==> src/ept_pkg.sv <==
// Shared constants and carrier types for the eight-bit period timer.
// Assumes a single 25 MHz core clock and an Avalon-MM register slave.
package ept_pkg;

   // Register word indices on the Avalon-MM slave, taken from byte address bits 4..2, one aligned word each.
   localparam int EPT_ADDR_W = 5;
   localparam logic [2:0] EPT_IDX_TICK = 3'h0;
   localparam logic [2:0] EPT_IDX_CTRL = 3'h1;
   localparam logic [2:0] EPT_IDX_PERIOD = 3'h2;
   localparam logic [2:0] EPT_IDX_STATUS = 3'h3;
   localparam logic [2:0] EPT_IDX_MASK = 3'h4;
   localparam int EPT_IDX_LSB = 2;
   localparam int EPT_IDX_MSB = 4;

   // Reset values of the software-visible registers.
   localparam logic [7:0] EPT_TICK_RST = 8'h00;
   localparam logic [7:0] EPT_PERIOD_RST = 8'hff;
   localparam logic [6:0] EPT_CTRL_RST = 7'h00;

   // Control byte layout: bit 7 unused, 6..3 postscale, 2 run, 1..0 prescale.
   localparam int EPT_CTRL_MSB = 6;
   localparam int EPT_BYTE_MSB = 7;

   // Prescale codes; both codes with the upper bit set divide by sixteen.
   localparam logic [1:0] EPT_PRE_DIV1 = 2'h0;
   localparam logic [1:0] EPT_PRE_DIV4 = 2'h1;
   localparam logic [3:0] EPT_PRE_LIM1 = 4'h0;
   localparam logic [3:0] EPT_PRE_LIM4 = 4'h3;
   localparam logic [3:0] EPT_PRE_LIM16 = 4'hf;

   // Status and mask share one layout: bit 0 is the period match flag.
   localparam int EPT_IRQ_W = 1;

   typedef struct packed {
      logic [3:0] match_postscale_sel;
      logic timer_run;
      logic [1:0] input_prescale_sel;
   } ept_ctrl_t;

   typedef struct packed {
      logic read;
      logic write;
      logic [EPT_ADDR_W-1:0] address;
      logic [31:0] writedata;
      logic [3:0] byteenable;
   } ept_avs_req_t;

endpackage

==> src/ept_prescaler.sv <==
// Input prescaler that divides the instruction clock by 1, 4 or 16.
// Assumes the clear input is a one-cycle pulse from register writes.
`timescale 1ns/10ps
module ept_prescaler import ept_pkg::*; (
   input wire logic i_core_clk,
   input wire logic i_nrst,
   input wire logic i_run,
   input wire logic i_clear,
   input wire logic [1:0] i_sel,
   output logic o_tick
);

   typedef struct packed {
      logic [3:0] cnt;
   } ept_pre_state_t;

   ept_pre_state_t state_reg;
   ept_pre_state_t state_next;
   logic [3:0] lim;

   // Terminal count for each prescale code.
   function automatic logic [3:0] ept_pre_limit(input logic [1:0] sel);
      if (sel == EPT_PRE_DIV1) begin
         return EPT_PRE_LIM1;
      end else if (sel == EPT_PRE_DIV4) begin
         return EPT_PRE_LIM4;
      end
      return EPT_PRE_LIM16;
   endfunction

   // A clear suppresses the tick so a write never lets a stale count through.
   always_comb begin
      state_next = state_reg;
      lim = ept_pre_limit(i_sel);
      o_tick = i_run && !i_clear && (state_reg.cnt >= lim);
      if (i_clear) begin
         state_next.cnt = '0;
      end else if (i_run) begin
         state_next.cnt = o_tick ? '0 : state_reg.cnt + 4'h1;
      end
   end

   // State register.
   always_ff @(posedge i_core_clk or negedge i_nrst) begin
      if (!i_nrst) begin
         state_reg <= '0;
      end else begin
         state_reg <= state_next;
      end
   end
endmodule

==> src/ept_postscaler.sv <==
// Four-bit postscaler that turns period matches into flag events.
// Assumes matches arrive as one-cycle pulses on the core clock.
`timescale 1ns/10ps
module ept_postscaler import ept_pkg::*; (
   input wire logic i_core_clk,
   input wire logic i_nrst,
   input wire logic i_match,
   input wire logic i_clear,
   input wire logic [3:0] i_sel,
   output logic o_event
);

   typedef struct packed {
      logic [3:0] cnt;
   } ept_post_state_t;

   ept_post_state_t state_reg;
   ept_post_state_t state_next;

   // The event fires on match number sel plus one, then the count restarts.
   always_comb begin
      state_next = state_reg;
      o_event = i_match && !i_clear && (state_reg.cnt >= i_sel);
      if (i_clear) begin
         state_next.cnt = '0;
      end else if (i_match) begin
         state_next.cnt = o_event ? '0 : state_reg.cnt + 4'h1;
      end
   end

   // State register.
   always_ff @(posedge i_core_clk or negedge i_nrst) begin
      if (!i_nrst) begin
         state_reg <= '0;
      end else begin
         state_reg <= state_next;
      end
   end
endmodule

==> src/ept_timer.sv <==
// Eight-bit period timer with prescaler, postscaler and Avalon-MM registers.
// Assumes one core clock, an asynchronous active-low reset and a bus master
// that holds each request until it sees waitrequest low.
//
// What this block does
// - Counter counts up, wraps to zero after period
// - Period limit resets to all ones
// - Every reset clears the tick counter
// - Postscale field sets matches per flag event
// - Matches advance postscaler; terminal count sets flag
// - Counter write, control write, reset clear scalers
// - Control write keeps the tick counter value
// - Control bit seven always reads zero
// - Unscaled match drives the PWM time base
// - Counter and period readable and writable anytime
`timescale 1ns/10ps
module ept_timer import ept_pkg::*; (
   input wire logic i_core_clk,
   input wire logic i_nrst,
   input wire ept_avs_req_t i_avs,
   output logic [31:0] o_avs_readdata,
   output logic o_avs_waitrequest,
   output logic o_pwm_timebase,
   output logic o_irq
);

   typedef struct packed {
      logic [7:0] tick;
      ept_ctrl_t ctrl;
      logic [7:0] period;
      logic [EPT_IRQ_W-1:0] status;
      logic [EPT_IRQ_W-1:0] mask;
      logic ack;
      logic [31:0] rdata;
      logic [EPT_IRQ_W-1:0] rd_snap;
      logic match;
   } ept_top_state_t;

   ept_top_state_t state_reg;
   ept_top_state_t state_next;

   logic req;
   logic acc;
   logic [2:0] idx;
   logic lane0;
   logic [7:0] wbyte;
   logic wr_tick;
   logic wr_ctrl;
   logic wr_period;
   logic wr_mask;
   logic rd_status;
   logic scaler_clear;
   logic pre_tick;
   logic inc;
   logic wrap;
   logic post_event;

   // Read value of a register index; unmapped words read as zero.
   function automatic logic [31:0] ept_read_word(input logic [2:0] i,
                                                 input ept_top_state_t s);
      logic [31:0] w;
      w = '0;
      unique case (i)
         EPT_IDX_TICK: begin
            w[EPT_BYTE_MSB:0] = s.tick;
         end
         EPT_IDX_CTRL: begin
            w[EPT_CTRL_MSB:0] = s.ctrl;
         end
         EPT_IDX_PERIOD: begin
            w[EPT_BYTE_MSB:0] = s.period;
         end
         EPT_IDX_STATUS: begin
            w[EPT_IRQ_W-1:0] = s.status;
         end
         EPT_IDX_MASK: begin
            w[EPT_IRQ_W-1:0] = s.mask;
         end
         default: begin
            w = '0;
         end
      endcase
      return w;
   endfunction

   // Bus decode. One wait state: the first cycle of a request only snaps
   // the read data, the second releases waitrequest and commits the access.
   assign req = i_avs.read ^ i_avs.write;
   assign acc = req && state_reg.ack;
   assign idx = i_avs.address[EPT_IDX_MSB:EPT_IDX_LSB];
   assign lane0 = i_avs.byteenable[0];
   assign wbyte = i_avs.writedata[EPT_BYTE_MSB:0];
   assign wr_tick = acc && i_avs.write && lane0 && idx == EPT_IDX_TICK;
   assign wr_ctrl = acc && i_avs.write && lane0 && idx == EPT_IDX_CTRL;
   assign wr_period = acc && i_avs.write && lane0 && idx == EPT_IDX_PERIOD;
   assign wr_mask = acc && i_avs.write && lane0 && idx == EPT_IDX_MASK;
   assign rd_status = acc && i_avs.read && idx == EPT_IDX_STATUS;
   assign o_avs_waitrequest = req && !state_reg.ack;
   assign o_avs_readdata = state_reg.rdata;

   // Writes to the counter or the control byte restart both scalers.
   assign scaler_clear = wr_tick || wr_ctrl;

   ept_prescaler u_pre (
      .i_core_clk(i_core_clk),
      .i_nrst(i_nrst),
      .i_run(state_reg.ctrl.timer_run),
      .i_clear(scaler_clear),
      .i_sel(state_reg.ctrl.input_prescale_sel),
      .o_tick(pre_tick)
   );

   // A counter write takes priority over a coinciding increment.
   assign inc = pre_tick && state_reg.ctrl.timer_run && !wr_tick;
   assign wrap = inc && state_reg.tick == state_reg.period;

   ept_postscaler u_post (
      .i_core_clk(i_core_clk),
      .i_nrst(i_nrst),
      .i_match(wrap),
      .i_clear(scaler_clear),
      .i_sel(state_reg.ctrl.match_postscale_sel),
      .o_event(post_event)
   );

   // Next-state logic for counter, registers, flags and the bus answer.
   always_comb begin
      state_next = state_reg;
      state_next.match = wrap;
      // The acknowledge toggles so back-to-back requests each see a wait.
      state_next.ack = req && !state_reg.ack;
      if (req && !state_reg.ack) begin
         state_next.rdata = i_avs.read ? ept_read_word(idx, state_reg) : '0;
         state_next.rd_snap = (i_avs.read && idx == EPT_IDX_STATUS) ?
                              state_reg.status : '0;
      end
      // Counter: software write wins, else count and wrap at the period.
      if (wr_tick) begin
         state_next.tick = wbyte;
      end else if (wrap) begin
         state_next.tick = EPT_TICK_RST;
      end else if (inc) begin
         state_next.tick = state_reg.tick + 8'h01;
      end
      if (wr_ctrl) begin
         state_next.ctrl = ept_ctrl_t'(wbyte[EPT_CTRL_MSB:0]);
      end
      if (wr_period) begin
         state_next.period = wbyte;
      end
      if (wr_mask) begin
         state_next.mask = wbyte[EPT_IRQ_W-1:0];
      end
      // Only bits that were actually returned are cleared, and a new event
      // in the clearing cycle still sets its bit, so no event is lost.
      if (rd_status) begin
         state_next.status = state_reg.status & ~state_reg.rd_snap;
      end
      if (post_event) begin
         state_next.status[0] = 1'b1;
      end
   end

   // State register; every reset source arrives through i_nrst.
   always_ff @(posedge i_core_clk or negedge i_nrst) begin
      if (!i_nrst) begin
         state_reg.tick <= EPT_TICK_RST;
         state_reg.ctrl <= EPT_CTRL_RST;
         state_reg.period <= EPT_PERIOD_RST;
         state_reg.status <= '0;
         state_reg.mask <= '0;
         state_reg.ack <= 1'b0;
         state_reg.rdata <= '0;
         state_reg.rd_snap <= '0;
         state_reg.match <= 1'b0;
      end else begin
         state_reg <= state_next;
      end
   end

   // The time base is a registered one-cycle pulse, taken before postscaling.
   assign o_pwm_timebase = state_reg.match;
   assign o_irq = |(state_reg.status & state_reg.mask);
endmodule

==> config.mk <==
export PLATFORM = sky130hd
export DESIGN_NAME = ept_timer
export DESIGN_NICKNAME = d
export VERILOG_FILES = /design/src/ept_pkg.sv /design/src/ept_prescaler.sv /design/src/ept_postscaler.sv /design/src/ept_timer.sv
export SDC_FILE = /design/constraint.sdc
export NUM_CORES = 1
export LEC_CHECK = 0
export ABC_AREA = 1
export BUFFER_PORTS_ARGS = -buffer_cell sky130_fd_sc_hd__buf_2
export CAP_MARGIN = 5
export CELL_PAD_IN_SITES_DETAIL_PLACEMENT = 2
export CELL_PAD_IN_SITES_GLOBAL_PLACEMENT = 2
export CORE_MARGIN = 5
export CORE_UTILIZATION = 31
export CTS_CLUSTER_DIAMETER = 40
export CTS_CLUSTER_SIZE = 14
export DETAILED_ROUTE_END_ITERATION = 12
export PLACE_DENSITY = 0.9
export SYNTH_ARGS = -nofsm -noshare
export SYNTH_HDL_FRONTEND = slang
export SYNTH_SLANG_ARGS = --single-unit
==> constraint.sdc <==
create_clock -name i_core_clk -period 2.6 [get_ports i_core_clk]
set_input_delay 0.26 -clock i_core_clk [delete_from_list [all_inputs] [get_ports i_core_clk]]
set_output_delay 0.26 -clock i_core_clk [all_outputs]
set_load 0.01 [all_outputs]
---- Yosys cells after proc, flatten, opt, wreduce, memory -nomap -nowiden ----
Cells that the tools add are included.
cells by class
  divide/modulo/power cells ............... 0
  shift operators ......................... 0
  equal/unequal tests ..................... 6
  muxes and demuxes ....................... 21
  multiply operators ...................... 0
  $add $sub $neg .......................... 3
  $lt $le $gt $ge ......................... 2
  bitwise logic cells ..................... 4
  reduce and logical (&&, ||, !) cells .... 28
operators by type and width
  cell                                                             count
  4-bit two-way mux                                                9
  8-bit two-way mux                                                4
  1-bit logical AND                                                18
  6-bit case mux with 3 select lines                               1
  4-bit by 1-bit adder with 4-bit output, second input constant    2
  8-bit by 1-bit adder with 8-bit output, second input constant    1
  8-bit == test                                                    1
  4-bit greater-or-equal comparator                                2
  3-bit by 2-bit == test with 1-bit output, second input constant  2
  2-bit nonzero test                                               3
  1-bit two-way mux                                                5
  1-bit case mux with 5 select lines                               1
  3-bit by 1-bit == test with 1-bit output, second input constant  1
  3-bit == test, second input constant                             1
  1-bit logical NOT                                                3
  3-bit logical NOT                                                1
  3-bit nonzero test                                               1
  1-bit AND                                                        2
  2-bit by 1-bit == test with 1-bit output, second input constant  1
  2-bit logical NOT                                                1
  1-bit case mux with 2 select lines                               1
  1-bit logical OR                                                 1
  1-bit inverter                                                   1
  1-bit bitwise XOR                                                1
word-level totals
  memories ................................ 0
  flip-flop bits (word level) ............. 68
  output and inout bits ................... 35
  logic and storage cells ................. 77
  bits in writable memories ............... 0
  bits in read-only memories .............. 0
  bits of input ports ..................... 45
  bits in latches ......................... 0

---- Logic depth before layout (Yosys ltp) ----
Gate-level depths: netlist of run 1.
  word-level depth ........................ 17
  gate-level depth with buffers ........... 11
  gate-level depth less buffers ........... 11

---- Hierarchy ----
A second synthesis of run 1 with hierarchy kept.
unflattened totals
  cells, all modules ...................... 408
  area total of the unflattened synthesis .. 3002.9 µm²
by module, submodules not included
  module          cells an instance  times used  area each (µm²)
  ept_timer       312                1           2317.2
  ept_postscaler  48                 1           342.8
  ept_prescaler   48                 1           342.8

---- Least setup slack after synthesis of run 1 ----
No wires, ideal clock.
  path type ............................... flip-flop to flip-flop
  start ................................... register state_reg[46] (netlist bit)
  end ..................................... register state_reg[57] (netlist bit)
  arrival ................................. 1425 ps
  setup slack ............................. 1051 ps
  clock period less this slack ............ 1549 ps
  required time ........................... 2476 ps
  cell stages (with the launch flop) ...... 12
  cell sequence ........................... dfrtp_1 nor2_1 ha_1 inv_1 o21bai_1 nand2_1 nand2_1 nor2_1 nor2_4 buf_6 nand3_1 nand3_1
between the ends
  longest elaborated chain between the ends .. 11
  elaborated cells on any way between the ends .. 14
RTL lines
  item                                      line                 RTL
  from (decl)                               ept_timer.sv:39      ept_top_state_t state_reg;
  from (signal assigned)                    ept_timer.sv:177     state_reg <= state_next;
  2-bit by 1-bit == test with 1-bit output  ept_prescaler.sv:25  end else if (sel == EPT_PRE_DIV4) begin
  1-bit two-way mux                         ept_prescaler.sv:25
  1-bit two-way mux                         ept_prescaler.sv:23  if (sel == EPT_PRE_DIV1) begin
  4-bit two-way mux *                       ept_prescaler.sv:28  return EPT_PRE_LIM16;
  4-bit greater-or-equal comparator *       ept_prescaler.sv:35  o_tick = i_run && !i_clear && (state_reg.cnt >= lim);
  1-bit logical AND *                       ept_prescaler.sv:35
  1-bit logical AND * (2 in series)         ept_timer.sv:114     assign inc = pre_tick && state_reg.ctrl.timer_run && !wr_tick;
  1-bit logical AND                         ept_timer.sv:115     assign wrap = inc && state_reg.tick == state_reg.period;
  8-bit two-way mux                         ept_timer.sv:140     end else if (wrap) begin
  8-bit two-way mux                         ept_timer.sv:138     if (wr_tick) begin
Every way passes the cells marked *; elsewhere a longest branch is shown, timed or not.
A chain may end at the register's enable or synchronous reset.

---- Worst setup path after layout of run 1 ----
  start ................................... register state_reg[46] (netlist bit)
  end ..................................... register u_post.state_reg[1] (netlist bit)
between the ends
  longest elaborated chain between the ends .. 14
  elaborated cells on any way between the ends .. 17
RTL lines
  item                                      line                  RTL
  2-bit by 1-bit == test with 1-bit output  ept_prescaler.sv:25
  1-bit two-way mux                         ept_prescaler.sv:25
  1-bit two-way mux                         ept_prescaler.sv:23
  4-bit two-way mux *                       ept_prescaler.sv:28
  4-bit greater-or-equal comparator *       ept_prescaler.sv:35
  1-bit logical AND *                       ept_prescaler.sv:35
  1-bit logical AND * (2 in series)         ept_timer.sv:114
  1-bit logical AND *                       ept_timer.sv:115
  1-bit logical AND (2 in series)           ept_postscaler.sv:23  o_event = i_match && !i_clear && (state_reg.cnt >= i_sel);
  4-bit two-way mux                         ept_postscaler.sv:27  state_next.cnt = o_event ? '0 : state_reg.cnt + 4'h1;
  4-bit two-way mux                         ept_postscaler.sv:26  end else if (i_match) begin
  4-bit two-way mux                         ept_postscaler.sv:24  if (i_clear) begin
  to (signal assigned)                      ept_postscaler.sv:36  state_reg <= state_next;
  to (decl)                                 ept_postscaler.sv:17  ept_post_state_t state_reg;
Every way passes the cells marked *; elsewhere a longest branch is shown, timed or not. The select of a mux whose other input is x is not followed.

==> results.yml, run 1 <==
logic_synthesis:
  ys_seq_elements: 44
  netlist_instances: 379
  syn-cell-area_um2: 2840
  synth.most_common_cell: "nand2_1"
  synth_warnings: 0
  syn_avg_cell_area_um2: 7.50
  synthArstFlopShare_pct: 100
  yosysSeqAreaShare_pct: 39.1
  synth.top_cells.by_count: "nand2_1, inv_1, nand3_1, dfrtp_1, buf_4"
  yosys.area.top_type: "dfrtp_1"
  ys_types: 31
  synth_top_area_share_pct: 31.7
  synth-edff-count: 0
  synth_area_leaders: "dfrtp_1, nand2_1, buf_4"
  ys.flop_type: "dfrtp_1"
sta:
  fmax_ghz: 0.508
  post-route-period-util_pct: 75.7
  skew_ns: 0.00580
  setup_viol: 0
  hold_violations: 0
  worst_hold_slack_ns: 0.126
  maxSlewViolCount: 0
  period_needed_ns: 1.97
  finalSetupTns_ns: 0
  tightest_slew_ns: 1.01
  slew_headroom_pct: 32.5
  rsz0062_at_grt: "false"
global_route:
  grt_use_total_pct: 14.2
  grt_pass1_wl_um: 12900
  grt_pass1_vias: 2699
  grt_util_met3_pct: 2.88
  grt_util_met1_pct: 17.0
  grt_max_degree: 45
  top_usage_layer: "met2"
  grt-ovfl-total: 0
  antenna_found_initial: 0
  met2_usage_pct: 26.2
floorplan:
  rows: 35
  ioPinCount: 80
  dieArea_um2: 11200
  fp.dieH_um: 106
  design.core.area_um2: 9110
  fp.dieW_um: 106
  initial_core_util_pct: 31.2
layout:
  stdcell_count: 512
  largest_register_ffs: 27
  n_antenna_cell: 0
  drive_above_1_share_pct: 15.0
  area.growth.synth_to_final_pct: 7.21
  nets: 456
route:
  drc_errors: 0
  detail_route.wirelength_um: 7810
  viasPerCell: 4.74
  num_vias: 2425
  wire_per_inst_um: 15.3
  first_pass_iters: 4
  antenna_left: 0
  drt_iter0_drc: 37
critical_path:
  cp-start-kind: "flop"
  r2r-start: "state_reg[46]"
  worst-setup-path-type: "reg2reg"
  max_stage_delay_ns: 0.41
  worstPathCellList: "nor2_1, inv_1, ha_1, nand2_1, nor2_1, nor2_1, nor2_4, nand2_1, nand3_1, nand2_1"
  critPathMaxFanout: 13
  crit_required_ns: 2.80
  r2r_setup_slack_ns: 0.63
  setup.worst_path.start: "state_reg[46]"
  crit_path_top_delay_cell: "dfrtp_1"
  endpoint_kind: "flop"
  critical_path_arrival_ns: 2.17
power_and_ir_drop:
  total_power_uw: 2040
  intPower_uw: 1280
  p_comb_share_pct: 29.1
  irDropWorstVdd_mv: 0.220
  power_frac_seq_pct: 44.8
  clkPwrFrac_pct: 26.1
  power_density_nw_per_um2: 670
  leakagePower_uw: 0.00161
  p_sw_uw: 759
  swShare_pct: 37.2
place:
  dp.cells: 504
  port_buffers: 26
  routabilityCongestion: 0.781
  dp_hpwl_um: 6260
clocking:
  worst_skew_pair.late_latency_ns: 0.30
  ctsResizeCount: 0
  clockRootBuffer: "clkbuf_8"
  clk_pin_slew_ns: 0.09
  cts.sinks: 44
  cts_hold_buffers: 0
  cts_setup_buffers: 0
  cts_buffers: 5
  cts_htree_levels: 2
  cts_max_path_buffers: 2
  cts_tree: "done"
job:
  max-cap-violations: 0
outcome:
  status: "completed"
worst_hold_path:
  hp-class: "in2async"
## metrics by stage
| stage | worst slack [ns] | cell area, µm² | util [%] |
|---|---|---|---|
| floorplan | 1.05 | 2930 | - |
| global placement | 0.672 | 2940 | 32.3 |
| detailed placement | 0.636 | 2940 | 32.3 |
| CTS | 0.618 | 3050 | 33.5 |
| global route | 0.455 | 3050 | 33.5 |
| finish | 0.633 | 3050 | 33.5 |
## area by class of cell
type / instances / area (µm²)
multi-input cells: 259 / 1320
clock inverters: 2 / 35.0
repair buffers: 27 / 138
inverters: 63 / 236
flip-flops and latches: 44 / 1110
fillers: 1080 / 6060
clock buffers: 6 / 72.6
well taps: 111 / 139
## routing by layer
layer	vias up	wire, µm
met5	-	0
met4	0	74
met3	7	271
met2	42	4050
met1	1185	3420
li1	1191	-
## worst max-delay path, delay by kind of cell (launching register included)
kind	cells	cell delay, ns
simple gates	8	1.10
flops	1	0.41
fa+ha+maj	1	0.27
buf+inv	1	0.06
## power by group through the flow
stage               Clock (µW)  Sequential (µW)  Combinational [µW]
global placement             0              915                 550
detailed placement           0              926                 593
finish                     533              915                 594
floorplan                    0              884                 468
CTS                        551              917                 606
global route               579              933                 680
## logic make-up after synthesis
| group | after synthesis | synth area share [%] |
|---|---|---|
| other | 1 | 0.132 |
| buffers and inverters | 99 | 17.6 |
| adder cells (fa/ha/maj) | 11 | 4.84 |
| flip-flops | 44 | 39.1 |
| AND/OR/NAND/NOR | 165 | 26.4 |
| XOR/XNOR | 7 | 2.16 |
| AO/OA/AOI/OAI | 52 | 9.77 |
## layout by cell type (no fill, tap or decap), types with 11 or more instances in the layout
cell type / netlist / final
buf_2: 2 / 26
conb_1: 1 / 24
dfrtp_1: 36 / 36
ha_1: 11 / 11
inv_1: 58 / 58
nand2_1: 83 / 83
nand3_1: 40 / 40
nor2_1: 20 / 20
o21ai_0: 29 / 29
## worst paths after layout
path / endpoint / depth (start not counted)
max: u_post.state_reg[1] / 10
min: state_reg[34] / 1
max reg2reg: u_post.state_reg[1] / 10
min reg2reg: state_reg[38] / 2
max in group asynchronous: state_reg[56] / 1
min in group i_core_clk: state_reg[58] / 3
Power figures use the tool's default switching activity.
==> run 2, diff against run 1 <==
ABC_AREA = 0   (was 1)
CORE_UTILIZATION = 28   (was 31)
PLACE_DENSITY = 0.8   (was 0.9)
clock period = 1.7 ns   (was 2.6 ns; I/O delays follow)
==> results.yml, run 2 <==
global_route:
  grt_max_degree: 24
  grt_pass1_vias: 2754
  grt-ovfl-total: 0
  grt_use_total_pct: 16.1
  grt_pass1_wl_um: 14900
  antenna_found_initial: 0
layout:
  drive_above_1_share_pct: 39.4
  nets: 403
  layout_common_cells: "buf_4, dfrtp_1, nand2_1, buf_2, conb_1"
  n_antenna_cell: 0
  n_fill_cell: 1074
  largest_register_ffs: 27
  stdcell_count: 481
  area.growth.synth_to_final_pct: 26.9
  mostFrequentLayoutCell: "buf_4"
power_and_ir_drop:
  total_power_uw: 3540
  leakagePower_uw: 0.00168
  irDropWorstVdd_mv: 0.378
  power_density_nw_per_um2: 993
clocking:
  cts_buffers: 5
  cts_htree_levels: 2
  cts_max_path_buffers: 2
  clk_pin_slew_ns: 0.09
  worst_skew_pair.late_latency_ns: 0.30
  cts.sinks: 44
  clockRootBuffer: "clkbuf_8"
  cts_tree: "done"
critical_path:
  max_stage_delay_ns: 0.53
  crit_path_top_delay_cell: "or4b_4"
  worstPathCellList: "or2_4, ha_4, nand2b_4, a2111oi_4, buf_4, or4b_4, buf_6, o211ai_1, nand2_1"
  worst-setup-path-type: "reg2reg"
  critical_path_arrival_ns: 2.58
  critPathMaxFanout: 4
  cp-start-kind: "flop"
  endpoint_kind: "flop"
  crit_required_ns: 1.88
place:
  routabilityCongestion: 0.796
  port_buffers: 26
  dp_hpwl_um: 7030
  dp.cells: 467
logic_synthesis:
  synth.top_cells.by_count: "dfrtp_1, buf_4, nand2_1, o21ai_0, mux2_2"
  ys_types: 47
  synth_top_area_share_pct: 32.1
  synthArstFlopShare_pct: 100
  synth-edff-count: 0
  ys_seq_elements: 44
  synth.most_common_cell: "dfrtp_1"
  synth_area_leaders: "dfrtp_1, buf_4, dfstp_2"
  syn_avg_cell_area_um2: 9.78
  netlist_instances: 287
  synth_warnings: 0
  syn-cell-area_um2: 2810
  yosysSeqAreaShare_pct: 39.6
  ys.flop_type: "dfrtp_1"
  yosys.area.top_type: "dfrtp_1"
route:
  drt_iter0_drc: 52
  drc_errors: 0
  first_pass_iters: 4
  viasPerCell: 4.85
  antenna_left: 0
  detail_route.wirelength_um: 9180
  wire_per_inst_um: 19.1
  num_vias: 2333
sta:
  tightest_slew_ns: 0.692
  post-route-period-util_pct: 142
  slew_headroom_pct: 53.2
  fin_ws_ns: -0.707
  setup_viol: 18
  maxSlewViolCount: 0
  fmax_ghz: 0.415
  hold_violations: 0
  skew_ns: 0.00759
  period_needed_ns: 2.41
  rsz0062_at_grt: "true"
floorplan:
  fp.dieW_um: 110
  fp.dieH_um: 110
  design.core.area_um2: 9770
  ioPinCount: 80
  dieArea_um2: 12100
  initial_core_util_pct: 28.7
  rows: 36
worst_hold_path:
  hp-class: "in2reg"
outcome:
  violations: "setup timing"
  status: "complete, but fails checks"
job:
  max-cap-violations: 0
-- run 2: cell families after synthesis --
group / Yosys count / share of synthesized area, %
AOI/OAI and AO/OA: 63 / 15.3
xor gates and xnor gates: 10 / 3.12
adders and majority gates: 11 / 4.90
buffers and inverters: 54 / 11.9
DFF: 44 / 39.6
muxes: 25 / 9.67
other: 1 / 0.134
and+or+nand+nor: 79 / 15.4
-- run 2: worst paths after layout --
check | from | endpoint | slack, ns | cells past startpoint
worst max-delay path | state_reg[46] | u_post.state_reg[2] | -0.71 | 9
worst min-delay path | i_avs[7] | state_reg[55] | 0.14 | 3
worst max register to register | state_reg[46] | u_post.state_reg[2] | -0.71 | 9
worst min register to register | o_avs_readdata[5] | o_avs_readdata[5] | 0.50 | 1
max in group asynchronous | i_nrst | state_reg[37] | 0.63 | 3
min in group asynchronous | i_nrst | o_avs_readdata[7] | 0.40 | 2
-- run 2: repair_timing --
action,in CTS,in global routing
hold buffers,1,0
pin swaps,12,10
gates resized for setup,18,6
endpoints found under the setup margin,25,18
endpoints found under the hold margin,16,0
setup buffers,5,0
-- run 2: layer usage --
layer,vias up,track usage (%),wire (µm)
met1,1194,19.2,3880
li1,1085,-,-
met4,0,4.84,162
met2,42,29.1,4820
met5,-,0,0
met3,12,3.09,319
-- run 2: per-stage QoR --
stage	TNS (ns)	area (µm²)	utilization (%)	hold WS, ns	worst slack, ns
floorplan	-4.45	2970	-	-0.126	-0.369
global placement	-9.82	3290	33.7	0.167	-0.690
detailed placement	-12.17	3290	33.7	0.179	-0.835
CTS	-10.46	3530	36.1	0.138	-0.711
global route	-12.28	3560	36.4	0.137	-0.768
finish	-10.88	3560	36.4	0.142	-0.707
-- run 2: final cells by class --
type / count / area (µm²) / area share (%)
timing repair buffer: 75 / 520 / 14.6
sequential: 44 / 1110 / 31.2
inverter: 9 / 33.8 / 0.948
clock buffer: 6 / 72.6 / 2.04
tap: 133 / 166 / 4.67
clock inverter: 2 / 35.0 / 0.983
multi-input combinational: 212 / 1620 / 45.6
-- run 2: critical path, delay by kind of cell (launching register included) --
kind / cells / cell delay (ns)
buffers and inverters: 2 / 0.29
AND/OR/NAND/NOR: 4 / 1.06
AO/OA/AOI/OAI: 2 / 0.25
flip-flops: 1 / 0.39
adder cells (fa/ha/maj): 1 / 0.27
-- run 2: report_power, final --
group | leakage [µW] | switching [µW] | internal (µW)
clock | 0.0000552 | 384 | 437
combinational | 0.00106 | 705 | 669
sequential | 0.000567 | 138 | 1200
